$ cat src/hdl/exec_pkg.sv
// Shared types and constants for the arithmetic and branch execution block.
// Assumes a single core clock domain and a synchronous active-high reset.
package exec_pkg;

    // ****************************************
    // Widths and working-register set
    // ****************************************
    localparam int WORD_W = 16;
    localparam int NUM_WORK_REGS = 16;
    localparam logic [3:0] ACCUM_REG_IDX = 4'h0;
    localparam logic [3:0] SQUARE_REG_LO = 4'h4;
    localparam logic [3:0] SQUARE_REG_HI = 4'h7;
    localparam logic [9:0] BYTE_IMM_MAX = 10'h0ff;
    localparam logic [15:0] WORK_REG_RST = 16'h0000;
    localparam logic [4:0] FLAGS_RST = 5'h00;

    // ****************************************
    // Status flag positions
    // ****************************************
    localparam int FLAG_C = 0;
    localparam int FLAG_DC = 1;
    localparam int FLAG_N = 2;
    localparam int FLAG_OV = 3;
    localparam int FLAG_Z = 4;

    // ****************************************
    // Operations, sizes, operand sources, states
    // ****************************************
    typedef enum logic [3:0] {
        OP_ADD = 4'h0,
        OP_SUM_WITH_CARRY = 4'h1,
        OP_AND = 4'h2,
        OP_SHIFT_ONE = 4'h3,
        OP_SHIFT_MULTI = 4'h4,
        OP_BIT_ZEROING = 4'h5,
        OP_BRANCH_CARRY = 4'h6,
        OP_BRANCH_GE = 4'h7,
        OP_BRANCH_GEU = 4'h8,
        OP_SQUARE = 4'h9
    } op_t;

    typedef enum logic [1:0] {
        SIZE_WORD = 2'h0,
        SIZE_BYTE = 2'h1,
        SIZE_DOUBLE = 2'h2
    } size_t;

    typedef enum logic [2:0] {
        SRC_REGS = 3'h0,
        SRC_SHORT = 3'h1,
        SRC_MEDIUM = 3'h2,
        SRC_SIGNED_MEDIUM = 3'h3,
        SRC_FILE = 3'h4
    } src_kind_t;

    typedef enum logic [0:0] {
        ST_ISSUE = 1'b0,
        ST_BUBBLE = 1'b1
    } state_t;

endpackage

$ cat src/hdl/alu_if.sv
// Operand and result bundle between the execution top and its ALU.
// Purely combinational; the top owns all registers.
`timescale 1ns/1ps
`default_nettype none
interface alu_if;
    exec_pkg::op_t op;
    exec_pkg::size_t size;
    logic [15:0] opnd_a;
    logic [15:0] opnd_b;
    logic carry_in;
    logic [3:0] bit_sel;
    logic [15:0] res;
    logic [4:0] flags;

    modport ctrl (output op, size, opnd_a, opnd_b, carry_in, bit_sel, input res, flags);
    modport alu (input op, size, opnd_a, opnd_b, carry_in, bit_sel, output res, flags);
endinterface
`default_nettype wire

$ cat src/hdl/work_reg_file.sv
// Sixteen working registers, one write port and three read ports.
// Reads are combinational; the caller registers anything leaving the block.
`timescale 1ns/1ps
`default_nettype none
module work_reg_file (
    input wire logic core_clk,
    input wire logic rst,
    input wire logic wr_en,
    input wire logic [3:0] wr_idx,
    input wire logic [15:0] wr_data,
    input wire logic [3:0] rd_a_idx,
    input wire logic [3:0] rd_b_idx,
    input wire logic [3:0] rd_c_idx,
    output logic [15:0] rd_a,
    output logic [15:0] rd_b,
    output logic [15:0] rd_c
);
    logic [15:0] regs_q [exec_pkg::NUM_WORK_REGS];
    logic [15:0] regs_d [exec_pkg::NUM_WORK_REGS];

    // Next values: only the addressed register changes
    always_comb begin
        for (int i = 0; i < exec_pkg::NUM_WORK_REGS; i++) begin
            regs_d[i] = regs_q[i];
        end
        if (wr_en) begin
            regs_d[wr_idx] = wr_data;
        end
    end

    // Storage
    always_ff @(posedge core_clk) begin
        for (int i = 0; i < exec_pkg::NUM_WORK_REGS; i++) begin
            regs_q[i] <= rst ? exec_pkg::WORK_REG_RST : regs_d[i];
        end
    end

    // Read ports
    assign rd_a = regs_q[rd_a_idx];
    assign rd_b = regs_q[rd_b_idx];
    assign rd_c = regs_q[rd_c_idx];
endmodule
`default_nettype wire

$ cat src/hdl/alu_core.sv
// Combinational ALU: add, add with carry, AND, shifts, bit zeroing, square.
// Flags are raw; the top decides which ones are kept and applies sticky zero.
`timescale 1ns/1ps
`default_nettype none
module alu_core (
    alu_if.alu bus
);
    logic [16:0] sum_w;
    logic [8:0] sum_b;
    logic [4:0] sum_n;
    logic [31:0] prod;
    logic byte_mode;
    logic sign_a;
    logic sign_b;
    logic sign_r;

    // Arithmetic for every operation, size picked by byte_mode
    always_comb begin
        byte_mode = (bus.size == exec_pkg::SIZE_BYTE);
        sum_w = {1'b0, bus.opnd_a} + {1'b0, bus.opnd_b} + {16'h0000, bus.carry_in};
        sum_b = {1'b0, bus.opnd_a[7:0]} + {1'b0, bus.opnd_b[7:0]} + {8'h00, bus.carry_in};
        sum_n = {1'b0, bus.opnd_a[3:0]} + {1'b0, bus.opnd_b[3:0]} + {4'h0, bus.carry_in};
        prod = bus.opnd_a * bus.opnd_a;
        bus.res = 16'h0000;
        bus.flags = 5'h00;
        case (bus.op)
            exec_pkg::OP_ADD, exec_pkg::OP_SUM_WITH_CARRY: begin
                bus.res = byte_mode ? {8'h00, sum_b[7:0]} : sum_w[15:0];
                bus.flags[exec_pkg::FLAG_C] = byte_mode ? sum_b[8] : sum_w[16];
                // Nibble carry from bit 3 in byte mode, bit 7 in word mode
                bus.flags[exec_pkg::FLAG_DC] = byte_mode ? sum_n[4] : sum_b[8];
            end
            exec_pkg::OP_AND: begin
                bus.res = bus.opnd_a & bus.opnd_b;
            end
            exec_pkg::OP_SHIFT_ONE: begin
                bus.res = byte_mode ? {8'h00, bus.opnd_a[7], bus.opnd_a[7:1]}
                                    : {bus.opnd_a[15], bus.opnd_a[15:1]};
                bus.flags[exec_pkg::FLAG_C] = bus.opnd_a[0];
            end
            exec_pkg::OP_SHIFT_MULTI: begin
                bus.res = byte_mode ? {8'h00, 8'($signed(bus.opnd_a[7:0]) >>> bus.opnd_b[3:0])}
                                    : 16'($signed(bus.opnd_a) >>> bus.opnd_b[3:0]);
            end
            exec_pkg::OP_BIT_ZEROING: begin
                bus.res = bus.opnd_a & ~(16'h0001 << bus.bit_sel);
            end
            exec_pkg::OP_SQUARE: begin
                bus.res = prod[15:0];
            end
            default: begin
                bus.res = 16'h0000;
            end
        endcase
        if (byte_mode) begin
            bus.res = {8'h00, bus.res[7:0]};
        end
        sign_a = byte_mode ? bus.opnd_a[7] : bus.opnd_a[15];
        sign_b = byte_mode ? bus.opnd_b[7] : bus.opnd_b[15];
        sign_r = byte_mode ? bus.res[7] : bus.res[15];
        bus.flags[exec_pkg::FLAG_N] = sign_r;
        bus.flags[exec_pkg::FLAG_Z] = byte_mode ? (bus.res[7:0] == 8'h00) : (bus.res == 16'h0000);
        // Signed overflow only means something for the adders
        bus.flags[exec_pkg::FLAG_OV] = (bus.op == exec_pkg::OP_ADD
                                        || bus.op == exec_pkg::OP_SUM_WITH_CARRY)
                                       && (sign_a == sign_b) && (sign_r != sign_a);
    end
endmodule
`default_nettype wire

$ cat src/hdl/cpu_arith_branch_exec.sv
// Execution datapath for add, add with carry, AND, arithmetic shifts, bit
// zeroing, square and three conditional branches, with working registers and
// the status flags. Assumes an instruction decoder drives one issue at a time
// on the core clock and that data memory sits outside (file operand port).
`timescale 1ns/1ps
`default_nettype none
module cpu_arith_branch_exec (
    input wire logic core_clk,
    input wire logic rst,
    input wire logic issue_valid,
    input wire exec_pkg::op_t op_sel,
    input wire exec_pkg::size_t size_sel,
    input wire exec_pkg::src_kind_t src_kind,
    input wire logic dest_to_file,
    input wire logic [3:0] base_work_reg,
    input wire logic [3:0] source_work_reg,
    input wire logic [3:0] dest_work_reg,
    input wire logic [4:0] short_immediate,
    input wire logic [9:0] medium_immediate,
    input wire logic [9:0] signed_medium_immediate,
    input wire logic [3:0] bit_position_field,
    input wire logic [22:0] program_addr_immediate,
    input wire logic [15:0] file_data,
    input wire logic [3:0] peek_sel,
    output logic issue_ready_q,
    output logic result_valid_q,
    output logic [15:0] result_q,
    output logic file_wr_q,
    output logic reject_q,
    output logic branch_taken_q,
    output logic [22:0] branch_target_q,
    output logic [4:0] status_q,
    output logic [15:0] peek_data_q
);

    // ****************************************
    // Declarations
    // ****************************************
    alu_if alu_bus ();
    exec_pkg::state_t state_q;
    exec_pkg::state_t state_d;
    logic issue_ready_d;
    logic result_valid_d;
    logic [15:0] result_d;
    logic file_wr_d;
    logic reject_d;
    logic branch_taken_d;
    logic [22:0] branch_target_d;
    logic [4:0] status_d;
    logic [15:0] peek_data_d;
    logic accept;
    logic is_branch;
    logic cond_true;
    logic illegal;
    logic [4:0] keep_mask;
    logic reg_wr_en;
    logic [3:0] reg_wr_idx;
    logic [15:0] reg_wr_data;
    logic [3:0] rd_a_idx;
    logic [3:0] rd_b_idx;
    logic [15:0] rd_a;
    logic [15:0] rd_b;
    logic [15:0] rd_peek;
    logic [15:0] old_dest;
    logic [3:0] dest_idx;
    logic file_form;
    logic [4:0] flags_new;

    // ****************************************
    // Working registers and ALU
    // ****************************************
    work_reg_file u_regs (
        .core_clk(core_clk),
        .rst(rst),
        .wr_en(reg_wr_en),
        .wr_idx(reg_wr_idx),
        .wr_data(reg_wr_data),
        .rd_a_idx(rd_a_idx),
        .rd_b_idx(rd_b_idx),
        .rd_c_idx(peek_sel),
        .rd_a(rd_a),
        .rd_b(rd_b),
        .rd_c(rd_peek)
    );

    alu_core u_alu (
        .bus(alu_bus.alu)
    );

    // ****************************************
    // Operand selection
    // ****************************************
    // Read port A carries the first source, port B the second or old dest
    always_comb begin
        accept = issue_valid && issue_ready_q;
        file_form = (src_kind == exec_pkg::SRC_FILE);
        is_branch = (op_sel == exec_pkg::OP_BRANCH_CARRY) || (op_sel == exec_pkg::OP_BRANCH_GE)
                    || (op_sel == exec_pkg::OP_BRANCH_GEU);
        // File forms read the accumulator, register zero, and write it unless dest_to_file sends the result to the file
        dest_idx = file_form ? exec_pkg::ACCUM_REG_IDX : dest_work_reg;
        rd_a_idx = base_work_reg;
        rd_b_idx = source_work_reg;
        alu_bus.opnd_a = rd_a;
        alu_bus.opnd_b = rd_b;
        case (src_kind)
            exec_pkg::SRC_FILE: begin
                rd_b_idx = exec_pkg::ACCUM_REG_IDX;
                alu_bus.opnd_a = file_data;
            end
            exec_pkg::SRC_SHORT: begin
                alu_bus.opnd_b = {11'h000, short_immediate};
            end
            exec_pkg::SRC_MEDIUM: begin
                // Literal form: Wn is both second operand and destination
                rd_b_idx = dest_work_reg;
                alu_bus.opnd_a = {6'h00, medium_immediate};
                alu_bus.opnd_b = rd_b;
            end
            exec_pkg::SRC_SIGNED_MEDIUM: begin
                rd_b_idx = dest_work_reg;
                alu_bus.opnd_a = {{6{signed_medium_immediate[9]}},
                                  signed_medium_immediate};
                alu_bus.opnd_b = rd_b;
            end
            default: begin
                alu_bus.opnd_b = rd_b;
            end
        endcase
        // Two-operand forms take their only source from the source register
        if ((op_sel == exec_pkg::OP_SHIFT_ONE || op_sel == exec_pkg::OP_BIT_ZEROING
             || op_sel == exec_pkg::OP_SQUARE) && !file_form) begin
            rd_a_idx = source_work_reg;
        end
        alu_bus.op = op_sel;
        alu_bus.size = size_sel;
        alu_bus.carry_in = status_q[exec_pkg::FLAG_C]
                           && (op_sel == exec_pkg::OP_SUM_WITH_CARRY);
        // Byte targets only have eight bits to pick from
        alu_bus.bit_sel = (size_sel == exec_pkg::SIZE_BYTE) ? {1'b0, bit_position_field[2:0]}
                                                           : bit_position_field;
    end

    // ****************************************
    // Legality and branch conditions
    // ****************************************
    // A refused issue writes nothing and leaves the flags alone
    always_comb begin
        illegal = 1'b0;
        // Double-word size has no meaning for this subset
        if (size_sel == exec_pkg::SIZE_DOUBLE) begin
            illegal = 1'b1;
        end
        if (src_kind == exec_pkg::SRC_MEDIUM && size_sel == exec_pkg::SIZE_BYTE
            && medium_immediate > exec_pkg::BYTE_IMM_MAX) begin
            illegal = 1'b1;
        end
        if (op_sel == exec_pkg::OP_SQUARE && (file_form
            || source_work_reg < exec_pkg::SQUARE_REG_LO
            || source_work_reg > exec_pkg::SQUARE_REG_HI)) begin
            illegal = 1'b1;
        end
        if (is_branch && program_addr_immediate[0]) begin
            illegal = 1'b1;
        end
        case (op_sel)
            exec_pkg::OP_BRANCH_CARRY: begin
                cond_true = status_q[exec_pkg::FLAG_C];
            end
            exec_pkg::OP_BRANCH_GE: begin
                cond_true = status_q[exec_pkg::FLAG_N] == status_q[exec_pkg::FLAG_OV];
            end
            exec_pkg::OP_BRANCH_GEU: begin
                cond_true = status_q[exec_pkg::FLAG_C];
            end
            default: begin
                cond_true = 1'b0;
            end
        endcase
    end

    // ****************************************
    // Flag update masks
    // ****************************************
    // One bit per flag that the operation is allowed to change
    always_comb begin
        case (op_sel)
            exec_pkg::OP_ADD: begin
                keep_mask = 5'h1f;
            end
            exec_pkg::OP_SUM_WITH_CARRY: begin
                keep_mask = 5'h1f;
            end
            exec_pkg::OP_AND: begin
                keep_mask = 5'h14;
            end
            exec_pkg::OP_SHIFT_ONE: begin
                keep_mask = 5'h1d;
            end
            exec_pkg::OP_SHIFT_MULTI: begin
                keep_mask = 5'h14;
            end
            default: begin
                keep_mask = 5'h00;
            end
        endcase
        flags_new = alu_bus.flags;
        // Zero is sticky for add with carry: a zero result keeps the old Z
        if (op_sel == exec_pkg::OP_SUM_WITH_CARRY && alu_bus.flags[exec_pkg::FLAG_Z]) begin
            flags_new[exec_pkg::FLAG_Z] = status_q[exec_pkg::FLAG_Z];
        end
    end

    // ****************************************
    // Issue control and write-back
    // ****************************************
    // Taken branch spends a second cycle as a bubble; all else is one cycle
    always_comb begin
        state_d = exec_pkg::ST_ISSUE;
        issue_ready_d = 1'b1;
        result_valid_d = 1'b0;
        result_d = result_q;
        file_wr_d = 1'b0;
        reject_d = 1'b0;
        branch_taken_d = 1'b0;
        branch_target_d = branch_target_q;
        status_d = status_q;
        reg_wr_en = 1'b0;
        reg_wr_idx = dest_idx;
        old_dest = rd_b;
        reg_wr_data = alu_bus.res;
        case (state_q)
            exec_pkg::ST_ISSUE: begin
                if (accept && illegal) begin
                    reject_d = 1'b1;
                end else if (accept && is_branch) begin
                    if (cond_true) begin
                        branch_taken_d = 1'b1;
                        branch_target_d = program_addr_immediate;
                        state_d = exec_pkg::ST_BUBBLE;
                        issue_ready_d = 1'b0;
                    end
                end else if (accept) begin
                    result_valid_d = 1'b1;
                    result_d = alu_bus.res;
                    status_d = (status_q & ~keep_mask) | (flags_new & keep_mask);
                    // Byte results take the upper byte from the source register, or from the destination in literal and file forms
                    if (size_sel == exec_pkg::SIZE_BYTE) begin
                        old_dest = (file_form && dest_to_file) ? file_data : rd_b;
                        reg_wr_data = {old_dest[15:8], alu_bus.res[7:0]};
                        result_d = reg_wr_data;
                    end
                    if (file_form && dest_to_file) begin
                        file_wr_d = 1'b1;
                    end else begin
                        reg_wr_en = 1'b1;
                    end
                end
            end
            exec_pkg::ST_BUBBLE: begin
                state_d = exec_pkg::ST_ISSUE;
            end
            default: begin
                state_d = exec_pkg::ST_ISSUE;
            end
        endcase
        peek_data_d = rd_peek;
    end

    // Registers for control, status and every output
    always_ff @(posedge core_clk) begin
        if (rst) begin
            state_q <= exec_pkg::ST_ISSUE;
            issue_ready_q <= 1'b1;
            result_valid_q <= 1'b0;
            result_q <= 16'h0000;
            file_wr_q <= 1'b0;
            reject_q <= 1'b0;
            branch_taken_q <= 1'b0;
            branch_target_q <= 23'h000000;
            status_q <= exec_pkg::FLAGS_RST;
            peek_data_q <= 16'h0000;
        end else begin
            state_q <= state_d;
            issue_ready_q <= issue_ready_d;
            result_valid_q <= result_valid_d;
            result_q <= result_d;
            file_wr_q <= file_wr_d;
            reject_q <= reject_d;
            branch_taken_q <= branch_taken_d;
            branch_target_q <= branch_target_d;
            status_q <= status_d;
            peek_data_q <= peek_data_d;
        end
    end

endmodule
`default_nettype wire

$ cat config.mk
export PLATFORM = sky130hd
export DESIGN_NAME = cpu_arith_branch_exec
export DESIGN_NICKNAME = d
export VERILOG_FILES = /design/src/hdl/exec_pkg.sv /design/src/hdl/alu_if.sv /design/src/hdl/work_reg_file.sv /design/src/hdl/alu_core.sv /design/src/hdl/cpu_arith_branch_exec.sv
export SDC_FILE = /design/constraint.sdc
export NUM_CORES = 1
export LEC_CHECK = 0
export BUFFER_PORTS_ARGS = -buffer_cell sky130_fd_sc_hd__buf_4
export CORE_MARGIN = 3
export CORE_UTILIZATION = 40
export CTS_BUF_LIST = sky130_fd_sc_hd__clkbuf_2 sky130_fd_sc_hd__clkbuf_4 sky130_fd_sc_hd__clkbuf_8
export DETAILED_ROUTE_END_ITERATION = 10
export PLACE_DENSITY = 0.69
export SLEW_MARGIN = 20
export SYNTH_ARGS = -nofsm -noshare
export SYNTH_HDL_FRONTEND = slang
export SYNTH_SLANG_ARGS = --single-unit
$ cat constraint.sdc
create_clock -name core_clk -period 9.8 [get_ports core_clk]
set_input_delay 0.98 -clock core_clk [delete_from_list [all_inputs] [get_ports core_clk]]
set_output_delay 0.98 -clock core_clk [all_outputs]
set_load 0.01 [all_outputs]
==> flow_metrics.tcl <==
set metrics [dict create \
    cpMostUsedCell "fa_1" \
    drive_gt1_share_pct 19.2 \
    ctsResizeCount 0 \
    p_switching_mw 2.60 \
    crit_fanout 10 \
    setup_violations 0 \
    start_util_pct 40.8 \
    grt-busiest-layer "met2" \
    overflow 0 \
    yosysUniqueCellTypes 87 \
    fillers 5798 \
    ys_top_cells_by_area "dfxtp_1 26%, a211oi_1 9.4%, mux4_2 8.5%, nor2_1 6.3%, fa_1 5.8%" \
    p_leak_nw 10.6 \
    via_count 25271 \
    multi_input_area_um2 16500 \
    dieWidth_um 253 \
    post-synth-top-count-cell "nor2_1" \
    worst_slack_ps 659 \
    grt_pass1_vias 23818 \
    comb_power_share_pct 53.5 \
    swShare_pct 43.0 \
    max_freq_mhz 109 \
    synth_area_per_cell_um2 8.16 \
    root_buffer "clkbuf_8" \
    yosysWarnings 0 \
    grt_pass1_wl_mm 154 \
    relSlewSlack_pct 23.3 \
    synth_largest_area_cell "dfxtp_1" \
    dr.first_iter.drc_count 3860 \
    synthCells 2985 \
    final_area_um2 28300 \
    power.density_nw_per_um2 213 \
    cts-hold-fix-buffers 0 \
    numPortBuffers 161 \
    synth_edf_count 0 \
    dp_cells 3801 \
    yosys-top-cells-count "412 x nor2_1, 353 x nand2_1, 321 x dfxtp_1, 306 x a211oi_1, 207 x clkbuf_1" \
    grtUsageMet3_pct 9.44 \
    grt_use_met2_pct 45.8 \
    preCtsSetupSlack_ps 19.9 \
    p_total_mw 6.04 \
    finClkSkew_ps 57.5 \
    synth-main-ff-cell "dfxtp_1" \
    grt_max_degree 119 \
    cts_buffer_depth 3 \
    seqCellArea_um2 6430 \
    hold_violations 0 \
    period_needed_ps 9140 \
    required_ps 10420 \
    synth_seq_cells 321 \
    slowest_delay_ps 620 \
    yosysTopAreaCellShare_pct 26.4 \
    async_flop_share_pct 0 \
    cap_violations 0 \
    synth_nets 3211 \
    vdd_drop_max_v 0.000309 \
    crit_type "primary input to flip-flop" \
    p_clk_share_pct 24.1 \
    tightest_slew_ps 1150 \
    die_h_um 253 \
    nets 3317 \
    rows 89 \
    final_util_pct 47.4 \
    met1_usage_pct 42.7 \
    tns_ps 0 \
    clk-insertion-delay-late_ps 710 \
    slowest_stage "a2111oi_0" \
    grt_use_total_pct 31.6 \
    top_level_ports 162 \
    ant_nets 0 \
    n_antenna_cell 0 \
    timing.hold.ws_ps 458 \
    start_kind "primary input" \
    cts_tree "built" \
    hold_path_class "flip-flop to flip-flop" \
    place_congestion 1.03 \
    status "finished, final reports clean" \
    areaGrowthSynthToFinish_pct 16.1 \
    first_pass_iters 7 \
    synth-seq-area-share_pct 26.4 \
    synth_area_um2 24400 \
    cts_buffers 58 \
    post-cts-setup-buffers 0 \
    placedInstanceArea_um2 26900 \
    crit_path_end_kind "flip-flop" \
    p_int_mw 3.44 \
    dp_hpwl_mm 71.9 \
    pwr-share-seq_pct 22.5 \
    report.final.slew_viol_count 0 \
    viasPerCell 6.47 \
    path_clk_slew_ps 60 \
    cp_data_arrival_time_ps 9760 \
    layout.cells.non_filler 3906 \
    wirelength_mm 103 \
    drc_errors 0 \
    antenna_found_initial 5 \
    cts-htree-levels 2 \
    fin_crit_sh_pct 93.3 \
    wl_per_cell_um 26.3 \
    cts.sinks 321 \
    rsz0062_at_grt "false" \
    dieArea_um2 63900 \
    core_area_um2 59700 \
]
metal layers:
layer	up-vias	wire [um]
met1	11935	40800
met4	8	5670
met2	1838	42800
met5	-	46
li1	11153	-
met3	337	13500
registers in the layout, indices dropped and copies added, names as in the netlist, named ones only:
register	flops
peek_data_q	16
result_valid_q	1
reject_q	1
branch_target_q	23
u_regs.regs_q	256
file_wr_q	1
result_q	16
branch_taken_q	1
issue_ready_q	1
cells by family after synthesis:
kind of cell	share of synthesized area (%)
compound gates	22.7
flops	26.4
fa+ha+maj	8.81
xor+xnor	1.22
mux	13.5
simple gates	20.7
buf+inv	6.60
path summary, 6_finish.rpt:
| check | startpoint | to | slack [ps] | depth (start not counted) |
|---|---|---|---|---|
| max | src_kind[1] | flip-flop | 660 | 32 |
| min | branch_taken_q$_SDFF_PP0_ | reject_q$_SDFF_PP0_ | 460 | 1 |
| max reg2reg | u_regs.regs_q[13][5]$_SDFFE_PP0P_ | flip-flop | 1820 | 28 |
| min reg2reg | branch_taken_q$_SDFF_PP0_ | reject_q$_SDFF_PP0_ | 460 | 1 |
layout make-up:
| type | count | share of cell area (%) |
|---|---|---|
| Multi-Input combinational cell | 2254 | 58.3 |
| Sequential cell | 321 | 22.7 |
| Timing Repair Buffer | 321 | 9.13 |
| Tap cell | 773 | 3.42 |
| Clock buffer | 82 | 3.79 |
| Clock inverter | 20 | 0.827 |
| Inverter | 135 | 1.79 |
worst max-delay path: cells and delay by family:
family,cells,cell delay [ps]
AOI/OAI and AO/OA,10,2580
xor gates and xnor gates,1,200
adders and majority gates,7,2920
buffers and inverters,8,830
and+or+nand+nor,6,2250
power groups by stage:
stage               registers (mW)  logic [mW]  clock network [mW]
finish                        1.36        3.23                1.45
global placement              1.38        3.10                   0
global route                  1.36        3.53                1.53
floorplan                     1.38        2.19                   0
CTS                           1.36        3.15                1.47
detailed placement            1.38        3.13                   0
placed cells by master, fill, tap and decap left out, drive strengths merged, types with 71 or more instances in the layout:
master,netlist,final
nor2,413,413
nand2,353,353
dfxtp,321,321
buf,68,321
a211oi,307,307
inv,135,137
mux2i,98,98
mux4,92,92
a21oi,92,92
nand3,82,82
and3,82,82
clkbuf,207,82
fa,71,71
Power figures use the tool's default switching activity.
